### src/chp_defines.svh
// constants for the component handler port
`ifndef CHP_DEFINES_SVH
`define CHP_DEFINES_SVH
//
// Overview of operation
// - every result and control output is active low, open collector: asserted means pulled low.
// - in bin mode the measured result is reported on the bin and out lines as good or not good; aux stays released.
// - in list sweep mode each sweep point shows in or out of limit, and aux shows overall fail.
// - analog-test-done is asserted once conversion of the measurement has ended.
// - end-of-measurement is asserted only after the test is done and result lines are valid.
// - the alarm is asserted whenever a break in the measurement circuit is detected.
// - the over-high flag is asserted when the main parameter exceeds the upper limit.
// - the under-low flag is asserted when the main parameter is below the lower limit.
// - the reject flag is asserted when the result lies outside the valid range.
// - with external trigger selected and the port enabled, each trigger pulse of at least 123 cycles starts a measurement unless one is in progress.
// - while the handler port is in use the front-panel keys are locked.
// - key input stays disabled for as long as the handler asserts key lock.
// - after analog-test-done, result lines stay asserted until end-of-measurement too.

// ****************************************************************
// register map
// ****************************************************************
`define CHP_ADDR_CTRL 12'h000
`define CHP_ADDR_RESULT 12'h004
`define CHP_ADDR_STATUS 12'h008
`define CHP_ADDR_INT_STAT 12'h00C
`define CHP_ADDR_INT_MASK 12'h010
`define CHP_ADDR_STEP 12'h014

// ctrl fields
`define CHP_CTRL_ENABLE 0
`define CHP_CTRL_EXTERNAL_TRIGGER_IN 1
`define CHP_CTRL_LIST_MODE 2
`define CHP_CTRL_SW_TRIG 3
`define CHP_CTRL_ALARM 4
`define CHP_CTRL_CONV_DONE 5
`define CHP_CTRL_CMP_DONE 6

// result fields
`define CHP_RES_BIN_LSB 0
`define CHP_RES_BIN_MSB 3
`define CHP_RES_HIGH 4
`define CHP_RES_LOW 5
`define CHP_RES_RANGE 6
`define CHP_RES_POINTS_LSB 8
`define CHP_RES_POINTS_MSB 17
`define CHP_RES_FAIL 18

// interrupt bits
`define CHP_IRQ_TRIG 0
`define CHP_IRQ_INDEX 1
`define CHP_IRQ_EOM 2
`define CHP_IRQ_ALARM 3
`define CHP_IRQ_BITS 4

`define CHP_CTRL_RESET 32'h0000_0000

// trigger pulse width
`define CHP_CLK_MHZ 125
`define CHP_TRIG_MIN_NS 1000
`define CHP_TRIG_MIN_CYC ((`CHP_TRIG_MIN_NS * `CHP_CLK_MHZ + 999) / 1000)
`endif

### src/chp_pkg.sv
// types for the component handler port
package chp_pkg;
  typedef enum logic [2:0] {
    CHP_IDLE,
    CHP_CONVERT,
    CHP_COMPARE,
    CHP_DONE
  } chp_state_t;
  typedef logic [8:0] chp_bins_t;
endpackage

### src/chp_trig_if.sv
// trigger pulse between filter and sequencer
`timescale 1ns/100ps
`default_nettype none
interface chp_trig_if;
  logic start;
  logic level;
  modport src (output start, output level);
  modport dst (input start, input level);
endinterface
`default_nettype wire

### src/chp_trig_filter.sv
// trigger synchroniser and width filter
`timescale 1ns/100ps
`default_nettype none
`include "chp_defines.svh"
module chp_trig_filter
  import chp_pkg::*;
(
  input wire logic clk,
  input wire logic rstn,
  input wire logic trig_pin,
  chp_trig_if.src trig
);
  localparam int unsigned CW = 8;
  localparam logic [CW-1:0] MINC = CW'(`CHP_TRIG_MIN_CYC);
  logic s1_r, s2_r, s1_nxt, s2_nxt;
  logic [CW-1:0] cnt_r, cnt_nxt;
  logic qual_r, qual_nxt, start_r, start_nxt;

  // ****************************************************************
  // width qualified rising edge
  // ****************************************************************
  always_comb begin
    s1_nxt = trig_pin;
    s2_nxt = s1_r;
    cnt_nxt = cnt_r;
    qual_nxt = qual_r;
    start_nxt = 1'b0;
    if (!s2_r) begin
      cnt_nxt = '0;
      qual_nxt = 1'b0;
    end else if (!qual_r) begin
      // pulses shorter than the minimum width less two cycles are dropped
      cnt_nxt = cnt_r + CW'(1);
      if (cnt_r + CW'(1) >= MINC - CW'(2)) begin
        qual_nxt = 1'b1;
        start_nxt = 1'b1;
      end
    end
  end

  always_ff @(posedge clk or negedge rstn) begin
    if (!rstn) begin
      s1_r <= 1'b0;
      s2_r <= 1'b0;
      cnt_r <= '0;
      qual_r <= 1'b0;
      start_r <= 1'b0;
    end else begin
      s1_r <= s1_nxt;
      s2_r <= s2_nxt;
      cnt_r <= cnt_nxt;
      qual_r <= qual_nxt;
      start_r <= start_nxt;
    end
  end

  assign trig.start = start_r;
  assign trig.level = s2_r;
endmodule
`default_nettype wire

### src/chp_axil_regs.sv
// axi4-lite register slave
`timescale 1ns/100ps
`default_nettype none
`include "chp_defines.svh"
module chp_axil_regs
  import chp_pkg::*;
(
  input wire logic clk,
  input wire logic rstn,
  input wire logic [11:0] awaddr,
  input wire logic awvalid,
  output logic awready,
  input wire logic [31:0] wdata,
  input wire logic [3:0] wstrb,
  input wire logic wvalid,
  output logic wready,
  output logic [1:0] bresp,
  output logic bvalid,
  input wire logic bready,
  input wire logic [11:0] araddr,
  input wire logic arvalid,
  output logic arready,
  output logic [31:0] rdata,
  output logic [1:0] rresp,
  output logic rvalid,
  input wire logic rready,
  output logic [31:0] ctrl,
  output logic ctrl_we,
  output logic [31:0] result,
  output logic result_we,
  output logic [`CHP_IRQ_BITS-1:0] mask,
  output logic [`CHP_IRQ_BITS-1:0] clr,
  input wire logic [31:0] status,
  input wire logic [`CHP_IRQ_BITS-1:0] istat,
  input wire logic [31:0] step
);
  logic [11:0] aw_r, aw_nxt;
  logic aw_ok_r, aw_ok_nxt, w_ok_r, w_ok_nxt;
  logic [31:0] wd_r, wd_nxt;
  logic [3:0] ws_r, ws_nxt;
  logic bv_r, bv_nxt, rv_r, rv_nxt;
  logic [1:0] br_r, br_nxt, rr_r, rr_nxt;
  logic [31:0] rd_r, rd_nxt, ctrl_r, ctrl_nxt, res_r, res_nxt;
  logic [`CHP_IRQ_BITS-1:0] mask_r, mask_nxt;
  logic do_wr;
  logic cwe_r, cwe_nxt, rwe_r, rwe_nxt;

  function automatic logic [31:0] merge(input logic [31:0] o,
                                        input logic [31:0] n,
                                        input logic [3:0] s);
    logic [31:0] m;
    m = o;
    for (int i = 0; i < 4; i++) begin
      if (s[i]) begin
        m[i*8 +: 8] = n[i*8 +: 8];
      end
    end
    return m;
  endfunction

  assign awready = !aw_ok_r && !bv_r;
  assign wready = !w_ok_r && !bv_r;
  assign arready = !rv_r;
  assign do_wr = aw_ok_r && w_ok_r && !bv_r;

  always_comb begin
    aw_nxt = aw_r;
    aw_ok_nxt = aw_ok_r;
    wd_nxt = wd_r;
    ws_nxt = ws_r;
    w_ok_nxt = w_ok_r;
    bv_nxt = bv_r;
    br_nxt = br_r;
    ctrl_nxt = ctrl_r;
    res_nxt = res_r;
    mask_nxt = mask_r;
    clr = '0;
    cwe_nxt = 1'b0;
    rwe_nxt = 1'b0;
    if (awvalid && awready) begin
      aw_nxt = awaddr;
      aw_ok_nxt = 1'b1;
    end
    if (wvalid && wready) begin
      wd_nxt = wdata;
      ws_nxt = wstrb;
      w_ok_nxt = 1'b1;
    end
    if (do_wr) begin
      aw_ok_nxt = 1'b0;
      w_ok_nxt = 1'b0;
      bv_nxt = 1'b1;
      br_nxt = 2'b00;
      case (aw_r)
        `CHP_ADDR_CTRL: begin
          ctrl_nxt = merge(ctrl_r, wd_r, ws_r);
          cwe_nxt = 1'b1;
        end
        `CHP_ADDR_RESULT: begin
          res_nxt = merge(res_r, wd_r, ws_r);
          rwe_nxt = 1'b1;
        end
        `CHP_ADDR_INT_STAT: clr = ws_r[0] ? wd_r[`CHP_IRQ_BITS-1:0] : '0;
        `CHP_ADDR_INT_MASK: begin
          if (ws_r[0]) begin
            mask_nxt = wd_r[`CHP_IRQ_BITS-1:0];
          end
        end
        `CHP_ADDR_STATUS, `CHP_ADDR_STEP: br_nxt = 2'b00;
        default: br_nxt = 2'b10;
      endcase
    end
    if (bv_r && bready) begin
      bv_nxt = 1'b0;
    end
  end

  always_comb begin
    rv_nxt = rv_r;
    rd_nxt = rd_r;
    rr_nxt = rr_r;
    if (arvalid && arready) begin
      rv_nxt = 1'b1;
      rr_nxt = 2'b00;
      case (araddr)
        `CHP_ADDR_CTRL: rd_nxt = ctrl_r;
        `CHP_ADDR_RESULT: rd_nxt = res_r;
        `CHP_ADDR_STATUS: rd_nxt = status;
        `CHP_ADDR_INT_STAT: rd_nxt = 32'(istat);
        `CHP_ADDR_INT_MASK: rd_nxt = 32'(mask_r);
        `CHP_ADDR_STEP: rd_nxt = step;
        default: begin
          rd_nxt = 32'h0000_0000;
          rr_nxt = 2'b10;
        end
      endcase
    end else if (rv_r && rready) begin
      rv_nxt = 1'b0;
    end
  end

  always_ff @(posedge clk or negedge rstn) begin
    if (!rstn) begin
      aw_r <= '0;
      aw_ok_r <= 1'b0;
      wd_r <= '0;
      ws_r <= '0;
      w_ok_r <= 1'b0;
      bv_r <= 1'b0;
      br_r <= 2'b00;
      rv_r <= 1'b0;
      rd_r <= '0;
      rr_r <= 2'b00;
      ctrl_r <= `CHP_CTRL_RESET;
      res_r <= '0;
      mask_r <= '0;
      cwe_r <= 1'b0;
      rwe_r <= 1'b0;
    end else begin
      aw_r <= aw_nxt;
      aw_ok_r <= aw_ok_nxt;
      wd_r <= wd_nxt;
      ws_r <= ws_nxt;
      w_ok_r <= w_ok_nxt;
      bv_r <= bv_nxt;
      br_r <= br_nxt;
      rv_r <= rv_nxt;
      rd_r <= rd_nxt;
      rr_r <= rr_nxt;
      ctrl_r <= ctrl_nxt;
      res_r <= res_nxt;
      mask_r <= mask_nxt;
      cwe_r <= cwe_nxt;
      rwe_r <= rwe_nxt;
    end
  end

  assign bvalid = bv_r;
  assign bresp = br_r;
  assign rvalid = rv_r;
  assign rdata = rd_r;
  assign rresp = rr_r;
  assign ctrl = ctrl_r;
  assign result = res_r;
  assign mask = mask_r;
  // strobes lag the write so readers see the new word with them
  assign ctrl_we = cwe_r;
  assign result_we = rwe_r;
endmodule
`default_nettype wire

### src/chp_top.sv
// component handler port top: sequencer, result latch, pins
//
// The register offsets and the AXI4-Lite slave port were chosen for this implementation.
`timescale 1ns/100ps
`default_nettype none
`include "chp_defines.svh"
module chp_top
  import chp_pkg::*;
(
  input wire logic clk,
  input wire logic rstn,
  input wire logic [11:0] s_axi_awaddr,
  input wire logic s_axi_awvalid,
  output logic s_axi_awready,
  input wire logic [31:0] s_axi_wdata,
  input wire logic [3:0] s_axi_wstrb,
  input wire logic s_axi_wvalid,
  output logic s_axi_wready,
  output logic [1:0] s_axi_bresp,
  output logic s_axi_bvalid,
  input wire logic s_axi_bready,
  input wire logic [11:0] s_axi_araddr,
  input wire logic s_axi_arvalid,
  output logic s_axi_arready,
  output logic [31:0] s_axi_rdata,
  output logic [1:0] s_axi_rresp,
  output logic s_axi_rvalid,
  input wire logic s_axi_rready,
  input wire logic external_trigger_in,
  input wire logic key_lock_n,
  output logic [8:0] sort_bin_lines_oe,
  output logic out_line_oe,
  output logic aux_line_oe,
  output logic over_high_limit_flag_oe,
  output logic under_low_limit_flag_oe,
  output logic range_reject_flag_oe,
  output logic test_done_oe,
  output logic measurement_complete_oe,
  output logic alarm_oe,
  output logic keys_locked,
  output logic irq
);
  chp_trig_if trig();
  logic [31:0] ctrl, result, status, step;
  logic ctrl_we, result_we;
  logic [`CHP_IRQ_BITS-1:0] mask, clr, ist_r, ist_nxt, ev;
  chp_state_t st_r, st_nxt;
  logic [8:0] bins_r, bins_nxt;
  logic out_r, out_nxt, aux_r, aux_nxt;
  logic hi_r, hi_nxt, lo_r, lo_nxt, rej_r, rej_nxt;
  logic idx_r, idx_nxt, eom_r, eom_nxt, alm_r, alm_nxt;
  logic [3:0] step_r, step_nxt;
  logic k1_r, k2_r, start;

  function automatic logic [8:0] bin_dec(input logic [3:0] b);
    logic [8:0] d;
    d = '0;
    if (b >= 4'h1 && b <= 4'h9) begin
      d[b - 4'h1] = 1'b1;
    end
    return d;
  endfunction

  chp_trig_filter u_trig (
    .clk(clk),
    .rstn(rstn),
    .trig_pin(external_trigger_in),
    .trig(trig)
  );

  chp_axil_regs u_regs (
    .clk(clk),
    .rstn(rstn),
    .awaddr(s_axi_awaddr),
    .awvalid(s_axi_awvalid),
    .awready(s_axi_awready),
    .wdata(s_axi_wdata),
    .wstrb(s_axi_wstrb),
    .wvalid(s_axi_wvalid),
    .wready(s_axi_wready),
    .bresp(s_axi_bresp),
    .bvalid(s_axi_bvalid),
    .bready(s_axi_bready),
    .araddr(s_axi_araddr),
    .arvalid(s_axi_arvalid),
    .arready(s_axi_arready),
    .rdata(s_axi_rdata),
    .rresp(s_axi_rresp),
    .rvalid(s_axi_rvalid),
    .rready(s_axi_rready),
    .ctrl(ctrl),
    .ctrl_we(ctrl_we),
    .result(result),
    .result_we(result_we),
    .mask(mask),
    .clr(clr),
    .status(status),
    .istat(ist_r),
    .step(step)
  );

  // ****************************************************************
  // measurement sequencer
  // ****************************************************************
  assign start = ctrl[`CHP_CTRL_ENABLE] && st_r != CHP_CONVERT &&
                 st_r != CHP_COMPARE &&
                 ((ctrl[`CHP_CTRL_EXTERNAL_TRIGGER_IN] && trig.start) ||
                  (ctrl_we && ctrl[`CHP_CTRL_SW_TRIG]));

  always_comb begin
    st_nxt = st_r;
    bins_nxt = bins_r;
    out_nxt = out_r;
    aux_nxt = aux_r;
    hi_nxt = hi_r;
    lo_nxt = lo_r;
    rej_nxt = rej_r;
    idx_nxt = idx_r;
    eom_nxt = eom_r;
    step_nxt = step_r;
    alm_nxt = ctrl[`CHP_CTRL_ALARM];
    case (st_r)
      CHP_IDLE, CHP_DONE: begin
        if (start) begin
          st_nxt = CHP_CONVERT;
          idx_nxt = 1'b0;
          eom_nxt = 1'b0;
          step_nxt = step_r + 4'h1;
        end
      end
      CHP_CONVERT: begin
        if (ctrl[`CHP_CTRL_CONV_DONE]) begin
          st_nxt = CHP_COMPARE;
          idx_nxt = 1'b1;
        end
      end
      CHP_COMPARE: begin
        // lines update from the result word only here; held otherwise
        if (ctrl[`CHP_CTRL_CMP_DONE] && result_we) begin
          st_nxt = CHP_DONE;
          eom_nxt = 1'b1;
          if (ctrl[`CHP_CTRL_LIST_MODE]) begin
            bins_nxt = result[`CHP_RES_POINTS_LSB +: 9];
            out_nxt = result[`CHP_RES_POINTS_MSB];
            aux_nxt = result[`CHP_RES_FAIL];
          end else begin
            bins_nxt = bin_dec(result[`CHP_RES_BIN_MSB:`CHP_RES_BIN_LSB]);
            out_nxt = bin_dec(result[`CHP_RES_BIN_MSB:`CHP_RES_BIN_LSB])
                      == 9'h000;
            aux_nxt = 1'b0;
          end
          hi_nxt = result[`CHP_RES_HIGH];
          lo_nxt = result[`CHP_RES_LOW];
          rej_nxt = result[`CHP_RES_RANGE];
        end
      end
      default: st_nxt = CHP_IDLE;
    endcase
  end

  // ****************************************************************
  // interrupts: set wins over clear
  // ****************************************************************
  assign ev[`CHP_IRQ_TRIG] = start;
  assign ev[`CHP_IRQ_INDEX] = idx_nxt && !idx_r;
  assign ev[`CHP_IRQ_EOM] = eom_nxt && !eom_r;
  assign ev[`CHP_IRQ_ALARM] = alm_nxt && !alm_r;
  assign ist_nxt = (ist_r & ~clr) | ev;

  always_ff @(posedge clk or negedge rstn) begin
    if (!rstn) begin
      st_r <= CHP_IDLE;
      bins_r <= '0;
      out_r <= 1'b0;
      aux_r <= 1'b0;
      hi_r <= 1'b0;
      lo_r <= 1'b0;
      rej_r <= 1'b0;
      idx_r <= 1'b0;
      eom_r <= 1'b0;
      alm_r <= 1'b0;
      step_r <= '0;
      ist_r <= '0;
      k1_r <= 1'b0;
      k2_r <= 1'b0;
    end else begin
      st_r <= st_nxt;
      bins_r <= bins_nxt;
      out_r <= out_nxt;
      aux_r <= aux_nxt;
      hi_r <= hi_nxt;
      lo_r <= lo_nxt;
      rej_r <= rej_nxt;
      idx_r <= idx_nxt;
      eom_r <= eom_nxt;
      alm_r <= alm_nxt;
      step_r <= step_nxt;
      ist_r <= ist_nxt;
      k1_r <= ~key_lock_n;
      k2_r <= k1_r;
    end
  end

  // ****************************************************************
  // pins: enable high pulls the isolated line low
  // ****************************************************************
  assign sort_bin_lines_oe = bins_r;
  assign out_line_oe = out_r;
  assign aux_line_oe = aux_r;
  assign over_high_limit_flag_oe = hi_r;
  assign under_low_limit_flag_oe = lo_r;
  assign range_reject_flag_oe = rej_r;
  assign test_done_oe = idx_r;
  assign measurement_complete_oe = eom_r;
  assign alarm_oe = alm_r;
  assign keys_locked = k2_r || ctrl[`CHP_CTRL_ENABLE];
  assign irq = |(ist_r & mask);
  assign status = {22'h00_0000, trig.level, k2_r, alm_r, eom_r, idx_r,
                   1'b0, 1'(st_r == CHP_CONVERT || st_r == CHP_COMPARE),
                   3'(st_r)};
  assign step = {28'h000_0000, step_r};
endmodule
`default_nettype wire

### config.mk
export PLATFORM = sky130hd
export DESIGN_NAME = chp_top
export DESIGN_NICKNAME = d
export VERILOG_FILES = /design/src/chp_pkg.sv /design/src/chp_trig_if.sv /design/src/chp_trig_filter.sv /design/src/chp_axil_regs.sv /design/src/chp_top.sv
export VERILOG_INCLUDE_DIRS = /design/src
export SDC_FILE = /design/constraint.sdc
export NUM_CORES = 1
export LEC_CHECK = 0
export BUFFER_PORTS_ARGS = -buffer_cell sky130_fd_sc_hd__buf_2
export CORE_MARGIN = 1
export CORE_UTILIZATION = 45
export CTS_BUF_LIST = sky130_fd_sc_hd__clkbuf_4
export CTS_CLUSTER_DIAMETER = 100
export DETAILED_ROUTE_END_ITERATION = 8
export PLACE_DENSITY = 0.66
export SLEW_MARGIN = 20
export SYNTH_ARGS = -nofsm -noshare
export SYNTH_HDL_FRONTEND = slang
export SYNTH_SLANG_ARGS = --single-unit
export TNS_END_PERCENT = 10
### constraint.sdc
create_clock -name clk -period 2.5 [get_ports clk]
set_input_delay 0.625 -clock clk [delete_from_list [all_inputs] [get_ports clk]]
set_output_delay 0.625 -clock clk [all_outputs]
set_load 0.01 [all_outputs]
# After elaboration in Yosys (flattened, before gate mapping)
# Cells that the tools add are included.
# W data, S select, Z words.
[classes]
n_lt_le_gt_ge = 5
n_reduce_logical = 54
muxes = 44
n_bitwise = 5
n_addsub = 3
eq_ne = 19
[ops]
columns = ["operator", "count"]
rows = [
  ["$pmux W32 S6", 1],
  ["$eq A12 B4 Y1 const B", 4],
  ["$eq A12 B5 Y1 const B", 4],
  ["$mux W9", 5],
  ["$reduce_and A3 Y1", 10],
  ["$eq A12 B3 Y1 const B", 2],
  ["$logic_not A12 Y1", 2],
  ["$mux W1", 24],
  ["$logic_and A1 B1 Y1", 20],
  ["$mux W8", 2],
  ["$mux W4", 3],
  ["$reduce_or A6 Y1", 2],
  ["$logic_not A9 Y1", 1],
  ["$mux W3", 3],
  ["$pmux W3 S3", 1],
  ["$add A8 B1 Y8 const B", 1],
  ["$and A4 B4 Y4", 2],
  ["$ge A4 B1 Y1 const B", 2],
  ["$ge A8 B7 Y1 const B", 1],
  ["$reduce_bool A2 Y1", 4],
  ["$logic_not A1 Y1", 7],
  ["$eq A3 B2 Y1 const B", 2],
  ["$ne A2 B2 Y1 const B", 3],
  ["$lt A4 B5 Y1 const B", 1],
  ["other kinds (18)", 23],
]
[totals]
output_inout_bits = 60
register_bits = 200
elab_cells = 170
inputBits = 69

# Logic depth before layout (Yosys ltp)
[logic_depth]
depth_word = 11
mapped_depth = 8
depth_no_buf = 7

# Cells and area by module
# A second synthesis with hierarchy kept.
[unflattened]
cells_unflattened = 724
area_unflattened_um2 = 8997.4
[modules_own_cells]
columns = ["module", "area_per_inst_um2", "cells_per_inst", "seq_area_each_um2", "instances"]
rows = [
  ["chp_axil_regs", 6972.9, 531, 3903.7, 1],
  ["chp_top", 1407.6, 134, 725.7, 1],
  ["chp_trig_filter", 616.8, 59, 300.3, 1],
]

# Worst setup path after synthesis
# No wires, ideal clock.
[synth_timing]
path_kind = "register -> register"
from = "register st_r[0]"
to = "register step_r[1]"
t_required_ns = 2.375
synth_period_minus_slack_ns = 1.923
arrival_ns = 1.798
n_path_buf = 0
stages_incl_launch_ff = 6
setup_slack_ns = 0.577
setup_time_ns = 0.125
path_cell_list = "dfrtp_1 -> inv_1 -> ha_1 -> inv_1 -> nor4_1 -> mux2_2"
[synth_via]
elab_chain_cells = 5
word_cells_on_any_way = 9
cone_classes = "eq/ne (3); reduce/logical (6)"
[synth_rtl]
columns = ["element", "line_no", "rtl"]
rows = [
  ["from (decl)", "chp_top.sv:47", "chp_state_t st_r, st_nxt;"],
  ["from (signal assigned)", "chp_top.sv:187", "st_r <= st_nxt;"],
  ["$ne A3 B1 Y1", "chp_top.sv:105", "assign start = ctrl[`CHP_CTRL_ENABLE] && st_r != CHP_CONVERT &&"],
  ["$logic_and A1 B1 Y1 (3 in series)", "chp_top.sv:105", ""],
  ["$reduce_and A2 Y1 (no line) *", "n/a", ""],
  ["to (signal assigned)", "chp_top.sv:197", "step_r <= step_nxt;"],
  ["to (decl)", "chp_top.sv:52", "logic [3:0] step_r, step_nxt;"],
]
# Mark *: on every way between the ends. The rest lies on a longest branch, timed or not.
# A chain may end at the register's enable or synchronous reset.

# Worst setup path after layout
[layout_timing]
from = "register u_regs.aw_r[7]"
to = "register u_regs.res_r[11] (netlist: u_regs.result[11])"
[layout_via]
elab_chain_cells = 2
[layout_rtl]
columns = ["element", "line_no", "rtl"]
rows = [
  ["from (decl)", "chp_axil_regs.sv:37", "logic [11:0] aw_r, aw_nxt;"],
  ["from (signal assigned)", "chp_axil_regs.sv:160", "aw_r <= aw_nxt;"],
  ["$eq A12 B3 Y1", "chp_axil_regs.sv:94", "case (aw_r)"],
  ["$reduce_and A3 Y1 (no line)", "n/a", ""],
  ["to (signal assigned)", "chp_axil_regs.sv:171", "res_r <= res_nxt;"],
  ["to (decl)", "chp_axil_regs.sv:43", "logic [31:0] rd_r, rd_nxt, ctrl_r, ctrl_nxt, res_r, res_nxt;"],
]
# Every way passes these cells.

==> metrics <==
outcome=finished with violations; failing checks=DRC; share of cells above drive strength 1=36.89%; Final Power=0.006751 W; R2R setup slack=0.24 ns; Rows=49; Place WS=0.1527 ns; Residual DRC=11; Num CTS Buffers=17; TritonRoute pass-1 iters=7; Max Fclk=443.0 MHz; Comb pwr share=16.3%; CP startpoint kind=flip-flop; Clock Skews=0.02851 ns; Core Region=18150 sq um; clock buffer depth=2; Post-synth EDFFs=0; First DRT Iteration DRCs=337; final core occ=53.08%; most common cell in the netlist=dfrtp_1; Rel. slew slack=43.61%; CP Data Arrival Time=2.72 ns; setup violators final=0; nets@finish=886; io pins=129; port bufs=126; Seq pwr share=59.8%; largest net degree at the start of global routing=57; switching pwr=0.002087 W; Via density=5.368; Starting Density=46.50%; r2r startpoint=u_regs.aw_r[7]; Layout area overhead=14.15%; final WL=18720 um; cell taking the most area after synthesis=dfrtp_1; RSZ-0062 raised after global routing=false; fin worst setup slack=0.2425 ns; final number of hold-violating endpoints=0; register bit total from synthesis=197; clock power share=23.9%; first-pass GRT wire length=30860 um; clock-pin slew on the worst setup and hold paths=0.18 ns; CP Launch Point=u_regs.aw_r[7]; post-synth top area share=58.42%; DRT antenna net count=0; Die W=138.9 um; Synth Warn #=0; initial antenna violation count=1; chip height=138.9 um; setup TNS=0 ns; leakage power=4.777 nW; critical path capture point=u_regs.result[11]; Total GRT Usage=20.67%; final worst-path cycle share=90.30%; ys async rst share=100.0%; GP Congestion=0.8698; Die Area=19300 sq um; CTS tree=done; Synth Flop Type=dfrtp_1; Max VDD drop=0.4950 mV; synthesized instance count=685; register area share after synthesis=58.42%; crit-path max FO=8; Worst R2R Path Depth=5; fin crit period=2.258 ns; Synth top cells by count=197 x dfrtp_1, 117 x mux2_2, 65 x nand2_1; Synth Area per Inst=12.32 sq um; Hold Path Class=primary input to flip-flop; Setup CP Type=flip-flop to flip-flop; Clock Latency Late Sink=0.59 ns; PwrDens=700.9 nW/um^2; Sw Share=30.92%; global route overflow=0; Hold Worst Slack=0.1410 ns; H-tree levels=4; Tightest Pin Transition=0.8454 ns; synth top area cells=dfrtp_1 58%, mux2_2 16%, mux2i_1 3.8%, o21ai_0 3.7%, nand2_1 2.9%; DP Wirelength=13670 um; Internal=0.004664 W; max cap viols=0; mapped cell area=8438 sq um; clock root buffer=clkbuf_4; Vias=5658; Data required, critical path=2.96 ns; Unique masters post-synth=50; vias in the first global route=5832; r2r endpoint=u_regs.result[11]; max-slew violation count=0; Sink Count=197; nature of the critical path endpoint=flip-flop; WL per Instance=17.76 um; Post CTS Setup Buffer Count=0
==> metal layers <==
layer	global-route usage, %	vias up	wire length (um)
li1	-	2664	-
met5	0	-	17
met2	34.16	133	9266
met3	4.938	16	894
met4	5.088	2	216
met1	27.55	2843	8330
==> through the flow <==
| stage | area [sq um] | cells |
|---|---|---|
| 2_1_floorplan | 8442 | 686 |
| 3_3_place_gp | 9348 | 1020 |
| 3_5_place_dp | 9348 | 1020 |
| 4_1_cts | 9627 | 1053 |
| 5_1_grt | 9629 | 1053 |
| 6_report | 9632 | 1054 |
==> power by group through the flow <==
stage	logic [W]	clock network [W]	registers, W
floorplan	0.000772	0	0.00396
global placement	0.00107	0	0.00406
detailed placement	0.00112	0	0.00411
CTS	0.00112	0.00168	0.00404
global route	0.00121	0.00182	0.00412
finish	0.00110	0.00162	0.00404
==> final cells by class <==
class | instances | area, sq um
Multi-Input combinational cell | 435 | 3268
Clock inverter | 15 | 141.4
Clock buffer | 17 | 127.6
Timing Repair Buffer | 141 | 804.5
Sequential cell | 197 | 4930
Antenna cell | 1 | 2.502
Fill cell | 1577 | 8516
Inverter | 19 | 71.32
Tap cell | 229 | 286.5
==> timing repair <==
| action | CTS | global route |
|---|---|---|
| setup endpoints to repair | 0 | 16 |
| hold buffers | 1 | 0 |
| gates resized for setup | 0 | 2 |
| hold endpoints to repair | 48 | 0 |
==> cells by family after synthesis <==
| kind of cell | count (synthesis) | synth area share [%] |
|---|---|---|
| AOI/OAI and AO/OA | 109 | 7.473 |
| xor gates and xnor gates | 11 | 1.142 |
| adders and majority gates | 6 | 0.8897 |
| buffers and inverters | 54 | 2.936 |
| DFF | 197 | 58.42 |
| muxes | 150 | 19.68 |
| other | 1 | 0.04444 |
| and+or+nand+nor | 157 | 9.416 |
==> worst max-delay path: stages (launching register included) <==
cell     delay, ns
dfrtp_1       0.42
nor4_1        0.32
nand3_1       0.24
nor3_4        0.29
and3_1        0.47
mux2_2        0.39
==> sequential cells by signal, summed over array words and instances, names as in the netlist, 2 cells and up <==
register / count
u_regs.ctrl: 32
u_regs.rdata: 32
u_regs.result: 32
u_regs.wd_r: 32
u_regs.aw_r: 12
sort_bin_lines_oe: 9
u_trig.cnt_r: 8
ist_r: 4
step_r: 4
u_regs.mask: 4
u_regs.ws_r: 4
st_r: 2
==> placed cells by master (no fill, tap or decap), types with 5 or more instances in the layout <==
cell type / instances
dfrtp_1: 197
buf_2: 125
mux2_2: 117
nand2_1: 65
o21ai_0: 63
mux2i_1: 32
nor2_1: 20
a21oi_1: 19
inv_1: 18
clkbuf_4: 17
nand3_1: 11
buf_4: 10
nor4_1: 9
nor3_1: 9
and2_1: 8
nor2b_1: 6
xnor2_1: 6
ha_1: 6
inv_6: 6
xor2_1: 5
==> worst min-delay path by stage <==
stage                         from                end  slack (ns)  cells after the start
4_1_cts        external_trigger_in        u_trig.s1_r        0.09                      1
2_1_floorplan                 rstn           alarm_oe        0.33                      0
6_report       external_trigger_in        u_trig.s1_r        0.14                      1
5_1_grt        external_trigger_in        u_trig.s1_r        0.07                      1
3_3_place_gp                  k1_r               k2_r        0.34                      0
3_5_place_dp           u_trig.s1_r  u_trig.trig.level        0.33                      0
(Power assumes the default switching activity.)
